===== src/rtl/core_ptr_pkg.sv =====
// package for the pointer, power and timer control register bank
package core_ptr_pkg;
    localparam logic [7:0] ADDR_AUX_HIGH = 8'h85;
    localparam logic [7:0] ADDR_PTR_SEL = 8'h86;
    localparam logic [7:0] ADDR_PWR_CTRL = 8'h87;
    localparam logic [7:0] ADDR_TMR_CTRL = 8'h88;
    localparam logic [7:0] ADDR_IRQ_STAT = 8'h90;
    localparam logic [7:0] ADDR_IRQ_CLR = 8'h91;
    localparam logic [7:0] ADDR_IRQ_EN = 8'h92;
    localparam logic [7:0] RST_AUX_HIGH = 8'h00;
    localparam logic [7:0] RST_PTR_SEL = 8'h00;
    localparam logic [7:0] RST_PWR_CTRL = 8'h30;
    localparam logic [7:0] RST_TMR_CTRL = 8'h00;
    localparam logic [7:0] PWR_FIXED = 8'h30;
    localparam int SEL_BIT = 0;
    localparam int BAUD_BIT = 7;
    localparam int UF1_BIT = 3;
    localparam int UF0_BIT = 2;
    localparam int STOP_BIT = 1;
    localparam int IDLE_BIT = 0;
    localparam int TF1_BIT = 7;
    localparam int TR1_BIT = 6;
    localparam int TF0_BIT = 5;
    localparam int TR0_BIT = 4;
    localparam int IE1_BIT = 3;
    localparam int IT1_BIT = 2;
    localparam int IE0_BIT = 1;
    localparam int IT0_BIT = 0;
    localparam int EV_T0 = 0;
    localparam int EV_T1 = 1;
    localparam int EV_X0 = 2;
    localparam int EV_X1 = 3;
    localparam int EV_WIDTH = 4;
endpackage


===== src/rtl/core_pointer_power_timer_ctrl.sv =====
// register bank for data pointer select, power control and timer control
//
// The Wishbone slave port was chosen for this implementation.
`timescale 1ns/1ps
`default_nettype none
module core_pointer_power_timer_ctrl
    import core_ptr_pkg::*;
(
    input wire logic clk_i,
    input wire logic rst_i,
    input wire logic [7:0] adr_i,
    input wire logic [31:0] dat_i,
    output logic [31:0] dat_o,
    input wire logic we_i,
    input wire logic [3:0] sel_i,
    input wire logic cyc_i,
    input wire logic stb_i,
    output logic ack_o,
    input wire logic timer0_ovf_i,
    input wire logic timer1_ovf_i,
    input wire logic timer0_vector_i,
    input wire logic timer1_vector_i,
    input wire logic ext_irq0_vector_i,
    input wire logic ext_irq1_vector_i,
    input wire logic ext_irq0_pin_i,
    input wire logic ext_irq1_pin_i,
    input wire logic analog_wake_i,
    input wire logic wakeup_wake_i,
    output logic active_pointer_sel_o,
    output logic [7:0] aux_pointer_high_o,
    output logic baud_doubler_o,
    output logic timer0_run_o,
    output logic timer1_run_o,
    output logic stop_mode_o,
    output logic idle_mode_o,
    output logic timer0_overflow_flag_o,
    output logic timer1_overflow_flag_o,
    output logic ext_irq0_flag_o,
    output logic ext_irq1_flag_o,
    output logic irq_o
);
    logic [1:0] x0_sync_reg, x0_sync_next;
    logic [1:0] x1_sync_reg, x1_sync_next;
    logic x0_prev_reg, x0_prev_next;
    logic x1_prev_reg, x1_prev_next;
    logic [7:0] aux_high_reg, aux_high_next;
    logic sel_reg, sel_next;
    logic baud_reg, baud_next;
    logic uf1_reg, uf1_next;
    logic uf0_reg, uf0_next;
    logic stop_reg, stop_next;
    logic idle_reg, idle_next;
    logic tf1_reg, tf1_next;
    logic tr1_reg, tr1_next;
    logic tf0_reg, tf0_next;
    logic tr0_reg, tr0_next;
    logic ie1_reg, ie1_next;
    logic it1_reg, it1_next;
    logic ie0_reg, ie0_next;
    logic it0_reg, it0_next;
    logic [3:0] stat_reg, stat_next;
    logic [3:0] en_reg, en_next;
    logic ack_reg, ack_next;
    logic [31:0] rdat_reg, rdat_next;
    logic irq_reg, irq_next;
    logic x0_level, x1_level, x0_fall, x1_fall;
    logic access, wr, lane0;
    logic [7:0] wbyte;
    logic [3:0] events;

    // next values of the pin synchronisers and edge history
    always_comb begin
        x0_sync_next = {x0_sync_reg[0], ext_irq0_pin_i};
        x1_sync_next = {x1_sync_reg[0], ext_irq1_pin_i};
        x0_prev_next = x0_sync_reg[1];
        x1_prev_next = x1_sync_reg[1];
    end

    // two-flop synchronisers, reset to the idle high level
    always_ff @(posedge clk_i) begin
        if (rst_i) begin
            x0_sync_reg <= 2'h3;
            x1_sync_reg <= 2'h3;
            x0_prev_reg <= 1'b1;
            x1_prev_reg <= 1'b1;
        end else begin
            x0_sync_reg <= x0_sync_next;
            x1_sync_reg <= x1_sync_next;
            x0_prev_reg <= x0_prev_next;
            x1_prev_reg <= x1_prev_next;
        end
    end

    always_comb begin
        x0_level = x0_sync_reg[1];
        x1_level = x1_sync_reg[1];
        x0_fall = x0_prev_reg & ~x0_level;
        x1_fall = x1_prev_reg & ~x1_level;
        access = cyc_i & stb_i & ~ack_reg;
        wr = access & we_i;
        lane0 = sel_i[0];
        wbyte = dat_i[7:0];
    end

    always_comb begin
        aux_high_next = aux_high_reg;
        sel_next = sel_reg;
        baud_next = baud_reg;
        uf1_next = uf1_reg;
        uf0_next = uf0_reg;
        stop_next = stop_reg;
        idle_next = idle_reg;
        tr1_next = tr1_reg;
        tr0_next = tr0_reg;
        it1_next = it1_reg;
        it0_next = it0_reg;
        tf1_next = tf1_reg;
        tf0_next = tf0_reg;
        ie1_next = ie1_reg;
        ie0_next = ie0_reg;
        en_next = en_reg;
        stat_next = stat_reg;
        if (wr && lane0) begin
            unique case (adr_i)
                ADDR_AUX_HIGH: begin
                    aux_high_next = wbyte;
                end
                ADDR_PTR_SEL: begin
                    sel_next = wbyte[SEL_BIT];
                end
                ADDR_PWR_CTRL: begin
                    baud_next = wbyte[BAUD_BIT];
                    uf1_next = wbyte[UF1_BIT];
                    uf0_next = wbyte[UF0_BIT];
                    if (wbyte[STOP_BIT]) begin
                        stop_next = 1'b1;
                    end
                    if (wbyte[IDLE_BIT]) begin
                        idle_next = 1'b1;
                    end
                end
                ADDR_TMR_CTRL: begin
                    tf1_next = wbyte[TF1_BIT];
                    tr1_next = wbyte[TR1_BIT];
                    tf0_next = wbyte[TF0_BIT];
                    tr0_next = wbyte[TR0_BIT];
                    ie1_next = wbyte[IE1_BIT];
                    it1_next = wbyte[IT1_BIT];
                    ie0_next = wbyte[IE0_BIT];
                    it0_next = wbyte[IT0_BIT];
                end
                ADDR_IRQ_CLR: begin
                    stat_next = stat_reg & ~wbyte[3:0];
                end
                ADDR_IRQ_EN: begin
                    en_next = wbyte[3:0];
                end
                default: begin
                end
            endcase
        end
        // idle exit on analog or wakeup interrupt
        if (idle_reg && (analog_wake_i || wakeup_wake_i)) begin
            idle_next = 1'b0;
        end
        // timer 0 flag cleared on vectoring
        if (timer0_vector_i) begin
            tf0_next = 1'b0;
        end
        // timer 1 flag cleared on vectoring
        if (timer1_vector_i) begin
            tf1_next = 1'b0;
        end
        if (ext_irq0_vector_i) begin
            ie0_next = 1'b0;
        end
        if (ext_irq1_vector_i) begin
            ie1_next = 1'b0;
        end
        // timer 1 overflow sets flag unless in stop mode, wins over clear
        if (timer1_ovf_i && !stop_reg) begin
            tf1_next = 1'b1;
        end
        if (timer0_ovf_i && !stop_reg) begin
            tf0_next = 1'b1;
        end
        if (it1_next) begin
            if (x1_fall) begin
                ie1_next = 1'b1;
            end
        end else begin
            ie1_next = ~x1_level;
        end
        if (it0_next) begin
            if (x0_fall) begin
                ie0_next = 1'b1;
            end
        end else begin
            ie0_next = ~x0_level;
        end
        events = 4'h0;
        events[EV_T0] = tf0_next & ~tf0_reg;
        events[EV_T1] = tf1_next & ~tf1_reg;
        events[EV_X0] = ie0_next & ~ie0_reg;
        events[EV_X1] = ie1_next & ~ie1_reg;
        stat_next = stat_next | events;
    end

    // bus answer and interrupt line
    always_comb begin
        ack_next = access;
        rdat_next = 32'h0000_0000;
        if (access && !we_i) begin
            unique case (adr_i)
                ADDR_AUX_HIGH: rdat_next[7:0] = aux_high_reg;
                ADDR_PTR_SEL: rdat_next[SEL_BIT] = sel_reg;
                // stop and idle read as 0
                ADDR_PWR_CTRL: rdat_next[7:0] = PWR_FIXED
                    | {baud_reg, 3'h0, uf1_reg, uf0_reg, 2'h0};
                ADDR_TMR_CTRL: rdat_next[7:0] = {tf1_reg, tr1_reg, tf0_reg,
                    tr0_reg, ie1_reg, it1_reg, ie0_reg, it0_reg};
                ADDR_IRQ_STAT: rdat_next[3:0] = stat_reg;
                ADDR_IRQ_EN: rdat_next[3:0] = en_reg;
                default: rdat_next = 32'h0000_0000;
            endcase
        end
        irq_next = |(stat_next & en_next);
    end

    // pointer registers
    always_ff @(posedge clk_i) begin
        if (rst_i) begin
            // auxiliary high byte resets to zero
            aux_high_reg <= RST_AUX_HIGH;
            sel_reg <= RST_PTR_SEL[SEL_BIT];
        end else begin
            aux_high_reg <= aux_high_next;
            sel_reg <= sel_next;
        end
    end

    // power control registers
    always_ff @(posedge clk_i) begin
        if (rst_i) begin
            baud_reg <= RST_PWR_CTRL[BAUD_BIT];
            uf1_reg <= RST_PWR_CTRL[UF1_BIT];
            uf0_reg <= RST_PWR_CTRL[UF0_BIT];
            stop_reg <= 1'b0;
            idle_reg <= 1'b0;
        end else begin
            baud_reg <= baud_next;
            uf1_reg <= uf1_next;
            uf0_reg <= uf0_next;
            stop_reg <= stop_next;
            idle_reg <= idle_next;
        end
    end

    // timer and external interrupt control registers
    always_ff @(posedge clk_i) begin
        if (rst_i) begin
            tf1_reg <= RST_TMR_CTRL[TF1_BIT];
            tr1_reg <= RST_TMR_CTRL[TR1_BIT];
            tf0_reg <= RST_TMR_CTRL[TF0_BIT];
            tr0_reg <= RST_TMR_CTRL[TR0_BIT];
            ie1_reg <= RST_TMR_CTRL[IE1_BIT];
            it1_reg <= RST_TMR_CTRL[IT1_BIT];
            ie0_reg <= RST_TMR_CTRL[IE0_BIT];
            it0_reg <= RST_TMR_CTRL[IT0_BIT];
        end else begin
            tf1_reg <= tf1_next;
            tr1_reg <= tr1_next;
            tf0_reg <= tf0_next;
            tr0_reg <= tr0_next;
            ie1_reg <= ie1_next;
            it1_reg <= it1_next;
            ie0_reg <= ie0_next;
            it0_reg <= it0_next;
        end
    end

    // interrupt status, enable and line
    always_ff @(posedge clk_i) begin
        if (rst_i) begin
            stat_reg <= 4'h0;
            en_reg <= 4'h0;
            irq_reg <= 1'b0;
        end else begin
            stat_reg <= stat_next;
            en_reg <= en_next;
            irq_reg <= irq_next;
        end
    end

    // bus acknowledge and read data
    always_ff @(posedge clk_i) begin
        if (rst_i) begin
            ack_reg <= 1'b0;
            rdat_reg <= 32'h0000_0000;
        end else begin
            ack_reg <= ack_next;
            rdat_reg <= rdat_next;
        end
    end

    assign active_pointer_sel_o = sel_reg;
    assign aux_pointer_high_o = aux_high_reg;
    assign baud_doubler_o = baud_reg;
    assign timer1_run_o = tr1_reg;
    assign timer0_run_o = tr0_reg;
    assign stop_mode_o = stop_reg;
    assign idle_mode_o = idle_reg;
    assign timer0_overflow_flag_o = tf0_reg;
    assign timer1_overflow_flag_o = tf1_reg;
    assign ext_irq0_flag_o = ie0_reg;
    assign ext_irq1_flag_o = ie1_reg;
    assign ack_o = ack_reg;
    assign dat_o = rdat_reg;
    assign irq_o = irq_reg;
endmodule
`default_nettype wire


===== config.mk =====
export PLATFORM = sky130hd
export DESIGN_NAME = core_pointer_power_timer_ctrl
export DESIGN_NICKNAME = d
export VERILOG_FILES = /design/src/rtl/core_ptr_pkg.sv /design/src/rtl/core_pointer_power_timer_ctrl.sv
export SDC_FILE = /design/constraint.sdc
export NUM_CORES = 1
export LEC_CHECK = 0
export BUFFER_PORTS_ARGS = -buffer_cell sky130_fd_sc_hd__buf_2
export CELL_PAD_IN_SITES_DETAIL_PLACEMENT = 0
export CELL_PAD_IN_SITES_GLOBAL_PLACEMENT = 1
export CORE_MARGIN = 2
export CORE_UTILIZATION = 29
export CTS_CLUSTER_SIZE = 16
export DETAILED_ROUTE_END_ITERATION = 10
export PLACE_DENSITY = 0.77
export SLEW_MARGIN = 20
export SYNTH_ARGS = -nofsm -noshare
export SYNTH_HDL_FRONTEND = slang
export SYNTH_SLANG_ARGS = --single-unit

===== constraint.sdc =====
create_clock -name clk_i -period 2.5 [get_ports clk_i]
set_clock_uncertainty 0.2 [all_clocks]
set_input_delay 0.25 -clock clk_i [delete_from_list [all_inputs] [get_ports clk_i]]
set_output_delay 0.25 -clock clk_i [all_outputs]
set_load 0.02 [all_outputs]

Word-level counts from Yosys, hierarchy flattened. Cells that the tools add are included.

Reductions and logical operators: 17. Mux-type cells: 29. Equality and inequality tests: 7. Bitwise logic cells: 21.

Operators with widths (number): $eq 8x8->1 const B (7); $mux 1 (22); $mux 4 (4); $pmux 3 s5 (1); $pmux 4 s3 (1); $and 1x1->1 (9); $and 4x4->4 (2); $not 1->1 (8); $reduce_and 2->1 (4); $reduce_and 3->1 (2); $logic_and 1x1->1 (5); $pmux 1 s5 (1); $not 4->4 (1); $or 4x4->4 (1); $reduce_or 2->1 (2); $reduce_or 4->1 (1); $logic_not 1->1 (2); $logic_or 1x1->1 (1).

Flip-flop bits (word level): 70.

Logic depth before layout (Yosys ltp). Gate-level depths: netlist of the first run.

Word-level depth: 12. Gate-level depth with buffers: 8. Depth with buffers taken out: 6.

Worst setup path before layout of the first run. OpenSTA, ideal clock, no wires.

Path type: input port to flip-flop. From: input adr_i[0]. To: register irq_reg (netlist: irq_o). Arrival: 2.041 ns. Slack: 0.134 ns. Cell stages on the path: 7. Path through: or4b_1 -> or4_4 -> buf_6 -> mux2i_4 -> a21oi_2 -> a2bb2oi_2 -> o211ai_2.

Longest elaborated chain between the ends: 10. Elaborated cells between the ends (all ways): 36. Classes of those cells: 3 x eq/ne; 26 x mux; 6 x bitwise; 1 x reduce/logical.

RTL lines: start, declared (RTL line core_pointer_power_timer_ctrl.sv:11) `input wire logic [7:0] adr_i,`; $eq 8x8->1 (RTL line core_pointer_power_timer_ctrl.sv:124) `unique case (adr_i)`; $mux 1 (RTL line core_pointer_power_timer_ctrl.sv:124); $mux 1 (RTL line core_pointer_power_timer_ctrl.sv:123) `if (wr && lane0) begin`; $mux 1, on equally long branches (RTL line core_pointer_power_timer_ctrl.sv:174, core_pointer_power_timer_ctrl.sv:177); $mux 1, on equally long branches (RTL line core_pointer_power_timer_ctrl.sv:195, core_pointer_power_timer_ctrl.sv:188); $mux 1, on equally long branches (RTL line core_pointer_power_timer_ctrl.sv:194, core_pointer_power_timer_ctrl.sv:187); $and 1x1->1, on equally long branches (RTL line core_pointer_power_timer_ctrl.sv:204, core_pointer_power_timer_ctrl.sv:205); $or 4x4->4 (RTL line core_pointer_power_timer_ctrl.sv:206) `stat_next = stat_next | events;`; $and 4x4->4 * (RTL line core_pointer_power_timer_ctrl.sv:227) `irq_next = |(stat_next & en_next);`; $reduce_or 4->1 * (RTL line core_pointer_power_timer_ctrl.sv:227); end signal, assigned (RTL line core_pointer_power_timer_ctrl.sv:291) `irq_reg <= irq_next;`; end, declared (RTL line core_pointer_power_timer_ctrl.sv:65) `logic irq_reg, irq_next;`.

Every way passes the cells marked *; elsewhere a longest branch is shown, timed or not. A chain may end at the register's enable or synchronous reset.

Worst setup path in the final report of the first run. Same ends and word-level chain as after synthesis.

==> results.cfg, run 1 <==
[detailed_routing]
drc_errors = 0
wl_per_cell_um = 13.4
dr.pass1.iters = 8
routed_wl_um = 5610
drtAntennaViolNets = 0
drt_iter0_markers = 131
vias_per_cell = 4.63
via_count = 1935

[clocking]
clkTransAtPathRegs_ns = 0.09
worstSkewPairLatency_ns = 0.30
cts.sinks = 46
cts_tree = built
cts_setup_buffers = 0
h-tree-depth = 2
cts-root-buf = clkbuf_8
cts_buffers = 5
ctsHoldBuffers = 4
ctsResizeCount = 0
clockBufferDepth = 2

[global_routing]
grt_max_degree = 23
overflow = 0
grt_use_total_pct = 13.4
antenna_found_initial = 0
grt_pass1_wl_um = 8980
grt_pass1_vias = 1880

[yosys]
synth_top_area_share_pct = 42.1
synth_edf_count = 0
ys_seq_elements = 46
post-synth-top-area-cell = dfxtp_1
async_flop_share_pct = 0
ys.flop_type = dfxtp_1
syn_avg_cell_area_um2 = 8.89
ys_seq_area_share_pct = 42.1
synth_area_leaders = dfxtp_1 (42%), buf_4 (8.6%), nand2_1 (4.8%)
synth_cell_types = 44
netlist_area_um2 = 2190
synth_cells = 246
yosysWarnings = 0

[sta]
slew_headroom_pct = 64.4
setup_viol = 0
drv_slew = 0
hold_viol = 0
setup_tns_ns = 0
hold-worst-slack_ns = 0.0123
min_period_ns = 2.27
worst_slew_pin_slew_ns = 0.527
timing.fmax_mhz = 441
rsz0062_at_grt = no
period_share_pct = 90.7

[critical_path]
crit_required_ns = 2.49
path_cells = buf_2 > or4b_1 > or4_4 > mux2i_4 > a21oi_2 > a2bb2oi_2 > o211ai_2
cp_data_arrival_time_ns = 2.26
end_kind = flop
r2r-start = ack_o
crit_fanout = 10
path_class = primary input to flop
slowest_stage = or4_4
slowest_delay_ns = 0.65
setup.worst_path.start = adr_i[0]
start_kind = primary input

[floorplanning]
row_count = 31
die_area_um2 = 8250
io_pins = 111
initial_utilization_pct = 30.0
fp.dieH_um = 90.8
die_w_um = 90.8
core_um2 = 7290

[layout]
finalCoreUtilization_pct = 37.3
syn2layout_area_growth_pct = 24.3
fillers = 797
drive_gt1_share_pct = 32.6
antennaDiodeCount = 0
final_nets = 377
fin_cells = 418

[outcome]
status = finished, final reports clean

[placed_design]
portBuffers = 59
hpwl_um = 4150
dp_cells = 406
gp_congestion = 0.843

[pwr]
clock_power_share_pct = 37.9
power_switching_uw = 359
power.density_nw_per_um2 = 537
leakagePower_nw = 1.17
p_int_mw = 1.10
swShare_pct = 24.6
p_seq_share_pct = 51.7
ir_drop_mv = 0.268
power.total_mw = 1.46
comb_power_share_pct = 10.5

[worst_hold_path]
hold_path_class = primary input to flop
min_from = dat_i[6]

[flow_run]
maxCapViolations = 0
==> metal layers <==
layer | wire length (um) | track usage (%) | up-vias
li1 | - | - | 950
met1 | 2630 | 18.6 | 898
met2 | 2530 | 20.9 | 83
met3 | 418 | 3.09 | 4
met4 | 39 | 3.79 | 0
met5 | 0 | 0 | -
==> Yosys cell counts (all sizes together), types with 2 or more instances <==
library cell,n
nor3,4
or3b,2
nand4b,3
mux2,5
a221oi,2
dfxtp,46
nand3b,3
nand2,28
or4b,3
or2,6
and2,3
a21oi,21
o21ai,3
nand3,11
o32a,2
clkbuf,10
inv,6
o22ai,2
a222oi,5
nor4,5
mux2i,8
nor2,23
buf,27
nand2b,5
==> cell type report <==
class / count / area (um^2) / share of cell area, %
Multi-Input combinational cell: 180 / 1090 / 40.0
Sequential cell: 46 / 921 / 33.9
Timing Repair Buffer: 79 / 455 / 16.8
Tap cell: 99 / 124 / 4.56
Clock buffer: 7 / 76.3 / 2.81
Clock inverter: 1 / 30.0 / 1.11
Inverter: 6 / 22.5 / 0.829
==> worst max-delay path, delay by kind of cell <==
family                 cells  cell delay (ns)
AOI/OAI and AO/OA          3             0.47
buffers and inverters      1             0.10
muxes                      1             0.24
and+or+nand+nor            2             1.19
==> power groups by stage <==
stage	registers (mW)	clock network, mW	logic (mW)
floorplan	0.773	0	0.113
global placement	0.770	0	0.146
detailed placement	0.771	0	0.147
CTS	0.753	0.568	0.152
global route	0.755	0.596	0.166
finish	0.754	0.553	0.153
==> worst paths after layout <==
path	endpoint	slack (ns)	cells past startpoint
worst max-delay path	irq_o	0.23	7
worst min-delay path	aux_pointer_high_o[6]	0.01	3
worst max register to register	irq_o	0.33	6
worst min register to register	x0_sync_reg[1]	0.21	1
==> cell usage in the layout (no fill, tap or decap), drive strengths merged, types with 3 or more instances in the layout <==
master / netlist / final
dlygate4sd3: 0 / 4
mux2: 5 / 5
nor3: 4 / 4
nand3: 11 / 11
nand2: 28 / 28
buf: 27 / 75
or2: 6 / 6
and2: 3 / 3
nand4b: 3 / 3
nand2b: 5 / 5
or4b: 3 / 3
nand3b: 3 / 3
nor4: 5 / 5
nor2: 23 / 23
a222oi: 5 / 5
mux2i: 8 / 8
a21oi: 21 / 21
conb: 1 / 24
dfxtp: 46 / 46
inv: 6 / 6
clkbuf: 10 / 7
o21ai: 3 / 3
==> through the flow <==
stage               worst slack (ns)  instance area [um^2]
finish                         0.232                  2720
CTS                            0.240                  2720
detailed placement           -0.0799                  2570
global placement             -0.0924                  2570
global route                   0.163                  2720
floorplan                      0.134                  2270
==> logic make-up (layout without fill, tap and decap cells) <==
kind of cell	Yosys count	count (layout)	synth area share, %
mux	13	13	6.81
simple gates	101	101	25.6
flops	46	46	42.1
other cells	1	24	0.172
buf+inv	43	93	12.1
compound gates	42	42	13.2
Power figures use the tool's default switching activity.
==> inputs of run 2 (changes only) <==
--- a/config.mk
+++ b/config.mk
@@ -12,2 +12,3 @@
 export CORE_UTILIZATION = 29
+export CTS_CLUSTER_DIAMETER = 100
 export CTS_CLUSTER_SIZE = 16
==> constraint.sdc (replaced) <==
create_clock -name clk_i -period 2.5 [get_ports clk_i]
set_clock_uncertainty 0.2 [all_clocks]
set_input_delay 0.5 -clock clk_i [delete_from_list [all_inputs] [get_ports clk_i]]
set_output_delay 0.5 -clock clk_i [all_outputs]
set_load 0.02 [all_outputs]
==> run 2 against run 1 <==
Critical path depth unchanged. Largest power group unchanged. Design area increased by 0.14%. Highest routed layer unchanged. Sequential share of layout area about the same. Sequential power about the same. Register-to-register slack improved by 0.02 ns. Count of clock-buffer cells in the layout unchanged. Total power decreased by 2.9%. Sequential cell count unchanged.
==> results.cfg, run 2 (synthesis gave the netlist of run 1 again) <==
[outcome]
status = finished, final reports clean

[critical_path]
path_cells = buf_2 > or4b_4 > or4_4 > mux2i_4 > a21oi_2 > a2bb2oi_2 > o211ai_2
setup.worst_path.start = adr_i[1]
slowest_stage = or4_4
cp_data_arrival_time_ns = 2.43
path_class = primary input to flop
crit_fanout = 7
crit_required_ns = 2.49
r2r-start = ack_o
start_kind = primary input
slowest_delay_ns = 0.59
end_kind = flop

[floorplanning]
die_area_um2 = 8250
io_pins = 111
core_um2 = 7290
row_count = 31
die_w_um = 90.8
initial_utilization_pct = 30.0
fp.dieH_um = 90.8

[placed_design]
hpwl_um = 4160
portBuffers = 59
dp_cells = 411
place_ws_ns = -0.254
gp_congestion = 0.835
place_area_um2 = 2620

[clocking]
cts_buffers = 5
ctsHoldBuffers = 0
cts_setup_buffers = 0
cts-root-buf = clkbuf_8
cts.sinks = 46
clkTransAtPathRegs_ns = 0.09
h-tree-depth = 2
cts_tree = built
worstSkewPairLatency_ns = 0.30
clockBufferDepth = 2
ctsResizeCount = 0

[detailed_routing]
top_layer = met4
drt_iter0_markers = 125
wl_met1_um = 2750
drc_errors = 0
dr.pass1.iters = 4
wl_per_cell_um = 13.5
wl_met2_um = 2550
routed_wl_um = 5670
dr_wl_met3_um = 354
via_count = 1933
vias_per_cell = 4.61
drtAntennaViolNets = 0

[sta]
timing.fmax_mhz = 410
setup_viol = 0
hold-worst-slack_ns = 0.173
hold_viol = 0
setup_tns_ns = 0
slew_headroom_pct = 63.9
rsz0062_at_grt = no
min_period_ns = 2.44
drv_slew = 0
period_share_pct = 97.7
fin_ws_ns = 0.0584
worst_slew_pin_slew_ns = 0.542

[pwr]
ir_drop_mv = 0.306
power.density_nw_per_um2 = 521
leakagePower_nw = 1.18
power.total_mw = 1.42

[global_routing]
grt_pass1_wl_um = 9110
grt_pass1_vias = 1841
overflow = 0
antenna_found_initial = 0
grt_use_total_pct = 13.7
grt_max_degree = 34

[layout]
syn2layout_area_growth_pct = 24.4
fillers = 781
finalCoreUtilization_pct = 37.3
antennaDiodeCount = 0
drive_gt1_share_pct = 35.3
fin_cells = 419
final_cell_mix = buf_2 (59), dfxtp_1 (46), nand2_1 (28)
final_nets = 378
final_area_um2 = 2720
layout_commonest_cell = buf_2

[worst_hold_path]
min_from = ext_irq0_pin_i
hold_path_class = primary input to flop

[flow_run]
maxCapViolations = 0
[run 2: path summary, 6_finish.rpt]
| check | end | slack, ns | cells after the start |
|---|---|---|---|
| worst min register to register | x0_sync_reg[1] | 0.22 | 1 |
| worst max-delay path | irq_o | 0.06 | 7 |
| worst max register to register | irq_o | 0.35 | 6 |
| worst min-delay path | x0_sync_reg[0] | 0.17 | 2 |
[run 2: critical path: cells and delay by family]
family	cells	cell delay [ns]
AOI/OAI and AO/OA	3	0.47
buffers and inverters	1	0.11
muxes	1	0.23
and+or+nand+nor	2	1.12
[run 2: layer usage]
metal  track usage [%]  vias up
li1                  -      959
met1              18.8      903
met2              22.1       68
met3              3.01        3
met4              2.90        0
met5                 0        -
[run 2: power breakdown]
part           internal (mW)  switching [mW]  leakage (nW)
registers              0.745         0.00848         0.374
logic                 0.0537          0.0962         0.755
clock network          0.254           0.260        0.0544
[run 2: final cells by class]
cell class	count	area (um^2)	area share (%)
clock buffer	7	96.3	3.54
sequential	46	921	33.9
inverter	6	22.5	0.828
timing repair buffer	80	453	16.7
tap	99	124	4.55
clock inverter	1	8.76	0.322
multi-input combinational	180	1090	40.2
==> inputs of run 3 (changes only) <==
Settings changed: CORE_UTILIZATION 29 to 34, PLACE_DENSITY 0.77 to 0.85.
Clock period 2.5 ns to 3.11 ns, I/O delays scaled along.
==> run 3 against run 2 <==
Clock power is 31% lower. Critical path depth unchanged. Cell count down 7.9%. Die area decreased by 14%. Via count is 1.8% lower. Global-route usage is 1.1 points higher. Sequential share of layout area up 1.8 points. Sequential power decreased by 20%. Non-clock buffer count decreased by 11. Count of clock-buffer cells in the layout down 1. First-iteration DRC count decreased by 18%. Total power fell by 24%. Critical path type unchanged. Critical endpoint unchanged. Largest cell class unchanged.
==> results.cfg, run 3 (synthesis gave the netlist of run 1 again) <==
[detailed_routing]
wl_per_cell_um = 13.5
drt_iter0_markers = 103
routed_wl_um = 5200
dr.pass1.iters = 5
drc_errors = 0
vias_per_cell = 4.92
via_count = 1898
drtAntennaViolNets = 0

[critical_path]
start_kind = primary input
r2r-end = irq_o
crit_fanout = 16
cp_data_arrival_time_ns = 2.74
path_class = primary input to flop
r2r_slack_ns = 0.88
reg2reg_depth = 6
r2r-start = ack_o
end_kind = flop
crit_required_ns = 3.09

[pwr]
power.density_nw_per_um2 = 417
ir_drop_mv = 0.172
leakagePower_nw = 1.12
power.total_mw = 1.08

[floorplanning]
die_w_um = 84.2
die_area_um2 = 7090
core_um2 = 6280
row_count = 29
fp.dieH_um = 84.2
io_pins = 111
initial_utilization_pct = 34.8

[clocking]
worstSkewPairLatency_ns = 0.29
clkTransAtPathRegs_ns = 0.08
ctsResizeCount = 0
cts.sinks = 46
clockBufferDepth = 2
cts_setup_buffers = 0
cts-root-buf = clkbuf_8
cts_buffers = 5
h-tree-depth = 2
ctsHoldBuffers = 0
cts_tree = built

[sta]
worst_slew_pin_slew_ns = 0.551
setup_tns_ns = 0
min_period_ns = 2.76
drv_slew = 0
hold_viol = 0
slew_headroom_pct = 63.0
timing.fmax_mhz = 363
setup_viol = 0
rsz0062_at_grt = no
period_share_pct = 88.6

[worst_hold_path]
hold_path_class = flop to flop
min_from = x0_sync_reg[0]
worstHoldPathCells = 1
holdPathEnd = x0_sync_reg[1]

[placed_design]
dp_cells = 378
gp_congestion = 0.794
hpwl_um = 3960
portBuffers = 59

[layout]
fillers = 654
syn2layout_area_growth_pct = 18.2
final_nets = 367
antennaDiodeCount = 0
layout_commonest_cell = buf_2
drive_gt1_share_pct = 32.0
final_cell_mix = buf_2 (59), dfxtp_1 (46), nand2_1 (28)
fin_cells = 386
seqCellArea_um2 = 921
multi_input_area_um2 = 1090

[global_routing]
grt_pass1_wl_um = 8600
antenna_found_initial = 0
grt_pass1_vias = 1843
grt_use_total_pct = 14.8
overflow = 0
grt_max_degree = 28

[flow_run]
maxCapViolations = 0

[outcome]
status = finished, final reports clean
run 3: routing by layer:
layer / share of wire [%] / vias to the layer above / GRT usage [%]
li1: - / 939 / -
met4: 0.81 / 0 / 3.52
met1: 45 / 882 / 19.5
met2: 46 / 72 / 24.9
met3: 8.1 / 5 / 3.24
met5: 0 / - / 0
run 3: how the worst max path moves through the flow:
stage / startpoint / end / depth (start not counted)
floorplan: adr_i[0] / irq_o / 7
global placement: adr_i[0] / irq_o / 7
detailed placement: adr_i[0] / irq_o / 7
CTS: adr_i[0] / irq_o / 7
global route: adr_i[0] / irq_o / 7
finish: adr_i[0] / irq_o / 7
run 3: layout make-up:
class / instances / area share, %
Multi-Input combinational cell: 180 / 42.1
Sequential cell: 46 / 35.6
Timing Repair Buffer: 69 / 14.3
Tap cell: 77 / 3.73
Clock buffer: 6 / 2.81
Inverter: 6 / 0.872
Clock inverter: 2 / 0.533
run 3: report_power, final:
part           switching (mW)  internal (mW)
sequential            0.00654          0.599
combinational          0.0762         0.0393
clock                   0.197          0.159
total                   0.280          0.797
run 3: metrics by stage:
stage / worst slack (ns) / area (um^2) / utilization, % / hold WS [ns]
final: 0.354 / 2580 / 41.2 / 0.214
after floorplan: 0.372 / 2270 / - / 0.189
after CTS: 0.356 / 2580 / 41.2 / 0.219
after global placement: 0.0747 / 2500 / 39.8 / 0.192
after detailed placement: 0.0397 / 2500 / 39.8 / 0.198
after global routing: 0.289 / 2580 / 41.2 / 0.234
run 3: critical path, stage by stage:
cell and delay, ns:
buf_2 0.14, or4b_1 0.55, or4_4 0.68, mux2i_4 0.25, a21oi_2 0.18, a2bb2oi_2 0.21
o211ai_2 0.11
